$ cat src/inc/timer01_map.svh
/*
 * Register offsets, field positions, reset values and timing counts of the
 * two-timer and external-interrupt control block.
 * Assumes inclusion by bare name from design files.
 */
`ifndef TIMER01_MAP_SVH
`define TIMER01_MAP_SVH

`define T01_ADDR_TCTRL      8'h88
`define T01_ADDR_TMODE      8'h89
`define T01_ADDR_T0LO       8'h8A
`define T01_ADDR_T1LO       8'h8B
`define T01_ADDR_T0HI       8'h8C
`define T01_ADDR_T1HI       8'h8D

`define T01_CTRL_TF1        7
`define T01_CTRL_TR1        6
`define T01_CTRL_TF0        5
`define T01_CTRL_TR0        4
`define T01_CTRL_IE1        3
`define T01_CTRL_IT1        2
`define T01_CTRL_IE0        1
`define T01_CTRL_IT0        0

`define T01_MODE_TIMER1_PIN_GATING      7
`define T01_MODE_CT1        6
`define T01_MODE_M1_HI      5
`define T01_MODE_M1_LO      4
`define T01_MODE_TIMER0_PIN_GATING      3
`define T01_MODE_CT0        2
`define T01_MODE_M0_HI      1
`define T01_MODE_M0_LO      0

`define T01_RESET_BYTE      8'h00
`define T01_TICK_DIV        2
`define T01_PRESCALE_TOP    5'h1F

`endif

$ cat src/inc/timer01_pkg.sv
/*
 * Types shared by the timer block: timer modes and register bus carrier.
 * Assumes timer01_map.svh holds all numeric constants.
 */
package timer01_pkg;

    typedef enum logic [1:0]
    {
        MODE_PRESCALE13 = 2'b00,
        MODE_COUNT16    = 2'b01,
        MODE_RELOAD8    = 2'b10,
        MODE_SPLIT_STOP = 2'b11
    } timer_mode_t;

    typedef struct packed
    {
        logic       wr;
        logic [7:0] addr;
        logic [7:0] wdata;
    } sfr_req_t;

    typedef struct packed
    {
        logic tick;
        logic overflow_hi;
        logic overflow_lo;
    } cnt_evt_t;

endpackage : timer01_pkg

$ cat src/rtl/timer_core.sv
/*
 * One 8+8 bit timer/counter core with the four classic modes.
 * Assumes enables come from the same clock domain as mclk.
 */
`timescale 1ns/1ps
`include "timer01_map.svh"

module timer_core
(
    input  wire logic                   mclk,
    input  wire logic                   rst,
    input  wire logic                   lo_en,
    input  wire logic                   hi_en,
    input  wire timer01_pkg::timer_mode_t mode,
    input  wire logic                   split_ok,
    input  wire logic                   wr_lo,
    input  wire logic                   wr_hi,
    input  wire logic [7:0]             wdata,
    output logic       [7:0]            lo_reg,
    output logic       [7:0]            hi_reg,
    output logic                        ovf_lo,
    output logic                        ovf_hi
);

    logic [7:0] lo_next;
    logic [7:0] hi_next;

    // split mode only when the core is timer 0; otherwise code 11 stops
    always_comb
    begin
        lo_next = lo_reg;
        hi_next = hi_reg;
        ovf_lo  = 1'b0;
        ovf_hi  = 1'b0;
        unique case (mode)
            timer01_pkg::MODE_PRESCALE13:
            begin
                if (lo_en)
                begin
                    if (lo_reg[4:0] == `T01_PRESCALE_TOP)
                    begin
                        lo_next = {lo_reg[7:5], 5'h00};
                        hi_next = hi_reg + 8'h01;
                        ovf_lo  = (hi_reg == 8'hFF);
                    end
                    else
                        lo_next = lo_reg + 8'h01;
                end
            end
            timer01_pkg::MODE_COUNT16:
            begin
                if (lo_en)
                    {hi_next, lo_next} = {hi_reg, lo_reg} + 16'h0001;
                ovf_lo = lo_en && ({hi_reg, lo_reg} == 16'hFFFF);
            end
            timer01_pkg::MODE_RELOAD8:
            begin
                if (lo_en)
                    lo_next = (lo_reg == 8'hFF) ? hi_reg : lo_reg + 8'h01;
                ovf_lo = lo_en && (lo_reg == 8'hFF);
            end
            timer01_pkg::MODE_SPLIT_STOP:
            begin
                if (split_ok)
                begin
                    if (lo_en)
                        lo_next = lo_reg + 8'h01;
                    if (hi_en)
                        hi_next = hi_reg + 8'h01;
                    ovf_lo = lo_en && (lo_reg == 8'hFF);
                    ovf_hi = hi_en && (hi_reg == 8'hFF);
                end
            end
        endcase
    end

    always_ff @(posedge mclk or posedge rst)
    begin
        if (rst)
            lo_reg <= `T01_RESET_BYTE;
        else if (wr_lo)
            lo_reg <= wdata;
        else
            lo_reg <= lo_next;
    end

    always_ff @(posedge mclk or posedge rst)
    begin
        if (rst)
            hi_reg <= `T01_RESET_BYTE;
        else if (wr_hi)
            hi_reg <= wdata;
        else
            hi_reg <= hi_next;
    end

endmodule : timer_core

$ cat src/rtl/timer01_extint_control.sv
/*
 * Control and status for timers 0 and 1 and external interrupts 0 and 1,
 * reached through the byte-wide special-function register port.
 * Assumes pins are asynchronous to mclk; CPU vector acks are one-cycle pulses.
 */
`timescale 1ns/1ps
`include "timer01_map.svh"

module timer01_extint_control
(
    input  wire logic                  mclk,
    input  wire logic                  rst,
    input  wire timer01_pkg::sfr_req_t sfr_req,
    output logic      [7:0]            sfr_rdata,
    input  wire logic                  ext_irq0_pin,
    input  wire logic                  ext_irq1_pin,
    input  wire logic                  timer0_event_pin,
    input  wire logic                  timer1_count_pin,
    input  wire logic                  ack_timer0,
    input  wire logic                  ack_timer1,
    input  wire logic                  ack_ext0,
    input  wire logic                  ack_ext1,
    output logic                       ext0_req,
    output logic                       ext1_req,
    output logic                       timer0_req,
    output logic                       timer1_req
);

    logic [7:0] tctrl_reg;
    logic [7:0] tmode_reg;
    logic [3:0] sync1_reg;
    logic [3:0] sync2_reg;
    logic [3:0] prev_reg;
    logic       half_reg;
    logic [3:0] fall;
    logic       tick0;
    logic       tick1;
    logic       run0;
    logic       run1;
    logic       t0_ovf_lo;
    logic       t0_ovf_hi;
    logic       t1_ovf;
    logic       t0_split;
    logic [7:0] t0_lo;
    logic [7:0] t0_hi;
    logic [7:0] t1_lo;
    logic [7:0] t1_hi;
    timer01_pkg::timer_mode_t mode0;
    timer01_pkg::timer_mode_t mode1;

    function automatic logic wr_to(input timer01_pkg::sfr_req_t r, input logic [7:0] a);
        wr_to = r.wr && (r.addr == a);
    endfunction : wr_to

    // pins: {t1 count, t0 count, ext1, ext0}, two-stage synchronisers
    always_ff @(posedge mclk or posedge rst)
    begin
        if (rst)
        begin
            sync1_reg <= 4'hF;
            sync2_reg <= 4'hF;
            prev_reg  <= 4'hF;
        end
        else
        begin
            sync1_reg <= {timer1_count_pin, timer0_event_pin, ext_irq1_pin, ext_irq0_pin};
            sync2_reg <= sync1_reg;
            prev_reg  <= sync2_reg;
        end
    end

    assign fall = prev_reg & ~sync2_reg;

    always_ff @(posedge mclk or posedge rst)
    begin
        if (rst)
            half_reg <= 1'b0;
        else
            half_reg <= ~half_reg;
    end

    assign mode0 = timer01_pkg::timer_mode_t'(tmode_reg[`T01_MODE_M0_HI:`T01_MODE_M0_LO]);
    assign mode1 = timer01_pkg::timer_mode_t'(tmode_reg[`T01_MODE_M1_HI:`T01_MODE_M1_LO]);
    assign t0_split = (mode0 == timer01_pkg::MODE_SPLIT_STOP);

    // source select: half-rate tick or count pin falling edge
    assign tick0 = tmode_reg[`T01_MODE_CT0] ? fall[2] : half_reg;
    assign tick1 = tmode_reg[`T01_MODE_CT1] ? fall[3] : half_reg;
    assign run0 = tctrl_reg[`T01_CTRL_TR0]
                  && (!tmode_reg[`T01_MODE_TIMER0_PIN_GATING] || sync2_reg[0]);
    assign run1 = tctrl_reg[`T01_CTRL_TR1]
                  && (!tmode_reg[`T01_MODE_TIMER1_PIN_GATING] || sync2_reg[1]);

    timer_core u_timer0
    (
        .mclk     (mclk),
        .rst      (rst),
        .lo_en    (run0 && tick0),
        .hi_en    (tctrl_reg[`T01_CTRL_TR1] && half_reg),
        .mode     (mode0),
        .split_ok (1'b1),
        .wr_lo    (wr_to(sfr_req, `T01_ADDR_T0LO)),
        .wr_hi    (wr_to(sfr_req, `T01_ADDR_T0HI)),
        .wdata    (sfr_req.wdata),
        .lo_reg   (t0_lo),
        .hi_reg   (t0_hi),
        .ovf_lo   (t0_ovf_lo),
        .ovf_hi   (t0_ovf_hi)
    );

    // code 11 halts timer 1 core (split_ok low)
    timer_core u_timer1
    (
        .mclk     (mclk),
        .rst      (rst),
        .lo_en    (run1 && tick1),
        .hi_en    (1'b0),
        .mode     (mode1),
        .split_ok (1'b0),
        .wr_lo    (wr_to(sfr_req, `T01_ADDR_T1LO)),
        .wr_hi    (wr_to(sfr_req, `T01_ADDR_T1HI)),
        .wdata    (sfr_req.wdata),
        .lo_reg   (t1_lo),
        .hi_reg   (t1_hi),
        .ovf_lo   (t1_ovf),
        .ovf_hi   ()
    );

    // control register: set wins over clear from software or ack
    always_ff @(posedge mclk or posedge rst)
    begin
        if (rst)
            tctrl_reg <= `T01_RESET_BYTE;
        else
        begin
            if (wr_to(sfr_req, `T01_ADDR_TCTRL))
                tctrl_reg <= sfr_req.wdata;
            if (ack_timer1)
                tctrl_reg[`T01_CTRL_TF1] <= 1'b0;
            if (ack_timer0)
                tctrl_reg[`T01_CTRL_TF0] <= 1'b0;
            if (ack_ext1 && tctrl_reg[`T01_CTRL_IT1])
                tctrl_reg[`T01_CTRL_IE1] <= 1'b0;
            if (ack_ext0 && tctrl_reg[`T01_CTRL_IT0])
                tctrl_reg[`T01_CTRL_IE0] <= 1'b0;
            if (t1_ovf || (t0_split && t0_ovf_hi))
                tctrl_reg[`T01_CTRL_TF1] <= 1'b1;
            if (t0_ovf_lo)
                tctrl_reg[`T01_CTRL_TF0] <= 1'b1;
            // edge flag latched always; level mode mirrors the low pin
            if (tctrl_reg[`T01_CTRL_IT1] ? fall[1] : !sync2_reg[1])
                tctrl_reg[`T01_CTRL_IE1] <= 1'b1;
            else if (!tctrl_reg[`T01_CTRL_IT1])
                tctrl_reg[`T01_CTRL_IE1] <= 1'b0;
            if (tctrl_reg[`T01_CTRL_IT0] ? fall[0] : !sync2_reg[0])
                tctrl_reg[`T01_CTRL_IE0] <= 1'b1;
            else if (!tctrl_reg[`T01_CTRL_IT0])
                tctrl_reg[`T01_CTRL_IE0] <= 1'b0;
        end
    end

    always_ff @(posedge mclk or posedge rst)
    begin
        if (rst)
            tmode_reg <= `T01_RESET_BYTE;
        else if (wr_to(sfr_req, `T01_ADDR_TMODE))
            tmode_reg <= sfr_req.wdata;
    end

    always_ff @(posedge mclk or posedge rst)
    begin
        if (rst)
        begin
            ext0_req   <= 1'b0;
            ext1_req   <= 1'b0;
            timer0_req <= 1'b0;
            timer1_req <= 1'b0;
        end
        else
        begin
            ext0_req   <= tctrl_reg[`T01_CTRL_IE0];
            ext1_req   <= tctrl_reg[`T01_CTRL_IE1];
            timer0_req <= tctrl_reg[`T01_CTRL_TF0];
            timer1_req <= tctrl_reg[`T01_CTRL_TF1];
        end
    end

    always_ff @(posedge mclk or posedge rst)
    begin
        if (rst)
            sfr_rdata <= 8'h00;
        else
        begin
            unique case (sfr_req.addr)
                `T01_ADDR_TCTRL: sfr_rdata <= tctrl_reg;
                `T01_ADDR_TMODE: sfr_rdata <= tmode_reg;
                `T01_ADDR_T0LO:  sfr_rdata <= t0_lo;
                `T01_ADDR_T1LO:  sfr_rdata <= t1_lo;
                `T01_ADDR_T0HI:  sfr_rdata <= t0_hi;
                `T01_ADDR_T1HI:  sfr_rdata <= t1_hi;
                default:         sfr_rdata <= 8'h00;
            endcase
        end
    end
endmodule : timer01_extint_control

$ cat config.mk
export PLATFORM = sky130hd
export DESIGN_NAME = timer01_extint_control
export DESIGN_NICKNAME = d
export VERILOG_FILES = /design/src/inc/timer01_pkg.sv /design/src/rtl/timer_core.sv /design/src/rtl/timer01_extint_control.sv
export VERILOG_INCLUDE_DIRS = /design/src /design/src/inc
export SDC_FILE = /design/constraint.sdc
export NUM_CORES = 1
export LEC_CHECK = 0
export ABC_AREA = 1
export ABC_CLOCK_PERIOD_IN_PS = 3800
export BUFFER_PORTS_ARGS = -buffer_cell sky130_fd_sc_hd__buf_4
export CAP_MARGIN = 40
export CORE_MARGIN = 2
export CORE_UTILIZATION = 30
export CTS_CLUSTER_SIZE = 20
export DETAILED_ROUTE_END_ITERATION = 10
export SKIP_CTS_REPAIR_TIMING = 1
export SYNTH_ARGS = -nofsm -noshare
export SYNTH_HDL_FRONTEND = slang
export SYNTH_HIERARCHICAL = 1
export SYNTH_SLANG_ARGS = --single-unit
$ cat constraint.sdc
create_clock -name mclk -period 3.8 [get_ports mclk]
set_input_delay 0.38 -clock mclk [delete_from_list [all_inputs] [get_ports mclk]]
set_output_delay 0.38 -clock mclk [all_outputs]
set_load 0.02 [all_outputs]
==> flow_summary.toml <==
[clock_tree]
clock_latency_ns = 0.35
htree_levels = 3
cts_root_buf = "clkbuf_16"
clkTransAtPathRegs_ns = 0.06
cts.path.max_buffers = 2
cts_tree = "done"
cts_num_sinks = 73
numCtsBuffers = 9

[pwr]
leakage_uw = 0.003164
clockPowerShare = 0.278
comb_power_share = 0.315
switching_power_uw = 1311
p_int_uw = 1840
pwr-share-seq = 0.407
ir_drop_uv = 217.4
swShare = 0.4161
p_per_area_nw_per_um2 = 523.9

[setup_path]
required_ns = 4.03
path_buf_inv = 4
worst_setup_path_end_kind = "flop"
worst-r2r-cell-count = 12
slowest_delay_ns = 0.63
cp-start-kind = "input pin"
path_max_fanout = 25
cp_cell_sequence = "buf_4 > inv_1 > nand2_2 > nor2_4 > nand2_1 > nor2_1 > inv_2 > nand2_2 > o22ai_1 > inv_1 > nand2_1"
crit_family = "simple AND/OR/NAND/NOR gates"
critPathKind = "in2reg"
crit_slowest_cell = "nor2_1"
cp_num_cells = 11
critPathArrivalTime_ns = 2.42

[timing]
min_period_ns = 2.182
fin_setup_tns_ns = 0
whs_ns = 0.1073
max_slew.worst_pin.slew_ns = 0.7980
maxSlewViolCount = 0
rsz0062_at_grt = "no"
relSlewSlack = 0.4660
max_freq_mhz = 458.2
skew_ns = 0.007694
period_share = 0.5743
timing_hold_violations_final = 0
setup_viol = 0

[floorplan]
core_area_um2 = 17120
row_count = 48
fp.dieW_um = 135.5
die_h_um = 135.5
initial_utilization = 0.3029
ios = 39
die-area_um2 = 18350

[global_routing]
grt_util_all_layers = 0.1832
grt_pass1_wl_mm = 25.56
grt_antenna_before_repair = 0
grt_max_degree = 26
grt-ovfl-total = 0
grt_pass1_vias = 4698

[outcome]
outcome = "complete, no violations"

[detailed_routing]
drc = 0
vias = 4953
dr.pass1.iters = 5
drt_iter0_markers = 605
wirelength_mm = 15.81
wl_per_cell_um = 15.45
via_per_inst = 4.842
ant_nets = 0

[placed_design]
portBuffers = 38
place.gp.congestion = 0.9109
hpwl_mm = 11.86
place_area_um2 = 5714

[final_layout]
drive_gt1_frac = 0.1830
syn2layout_area_growth_pct = 16.03
antenna_cells = 0
nets = 826
layout_commonest_cell = "nand2_1"
fin_area_um2 = 6015
layout_common_cells = "nand2_1, inv_1, nand3_1"

[logic_synthesis]
netlist_area_um2 = 5184
yosysWarnings = 6
synthCells = 745
post_synth.cell_area_avg_um2 = 6.958

[flow_run]
maxCapViolCount = 0

[worst_hold_path]
min_path_type = "in2async"
-- path summary, 6_finish.rpt --
path / endpoint / slack, ns / start
worst max-delay path: u_timer1/hi_reg[1]$_DFFE_PP0P_ / 1.62 / sfr_req[14]
worst min-delay path: tmode_reg[4]$_DFFE_PP0P_ / 0.11 / rst
worst max register to register: u_timer0/hi_reg[4]$_DFFE_PP0P_ / 1.74 / u_timer0/lo_reg[0]$_DFFE_PP0P_
worst min register to register: sync2_reg[3]$_DFF_PP1_ / 0.36 / sync1_reg[3]$_DFF_PP1_
max in group asynchronous: u_timer0/hi_reg[1]$_DFFE_PP0P_ / 3.11 / rst
min in group mclk: sync1_reg[1]$_DFF_PP1_ / 0.14 / ext_irq1_pin
-- final cells by class --
type / instances / area, µm²
clock inverter: 4 / 53.80
tap: 225 / 281.5
clock buffer: 12 / 246.5
fill: 1817 / 11100
inverter: 120 / 450.4
sequential: 73 / 1842
multi-input combinational: 546 / 2798
timing repair buffer: 43 / 342.8
-- per-stage QoR --
stage	worst slack, ns	power (µW)	cells	utilization
2_1_floorplan	1.956	1927	750	-
3_3_place_gp	1.321	2264	1006	0.3322
3_5_place_dp	1.311	2263	1007	0.3338
4_1_cts	1.678	3152	1023	0.3514
5_1_grt	1.397	3387	1023	0.3514
6_report	1.618	3151	1023	0.3514
-- layer usage --
| layer | vias up | wire length, µm | part of all wire | global-route usage |
|---|---|---|---|---|
| met5 | - | 0 | 0 | 0 |
| met4 | 0 | 384 | 0.024 | 0.07639 |
| met3 | 25 | 851 | 0.054 | 0.02918 |
| met2 | 168 | 7182 | 0.45 | 0.2899 |
| met1 | 2302 | 7389 | 0.47 | 0.2493 |
| li1 | 2458 | - | - | - |
-- power by group through the flow --
| stage | registers (µW) | clock network [µW] | logic, µW |
|---|---|---|---|
| after global placement | 1300 | 0 | 968 |
| after global routing | 1320 | 929 | 1140 |
| after floorplan | 1170 | 0 | 761 |
| after detailed placement | 1290 | 0 | 971 |
| after CTS | 1280 | 895 | 979 |
| final | 1280 | 875 | 994 |
(Power assumes the default switching activity.)
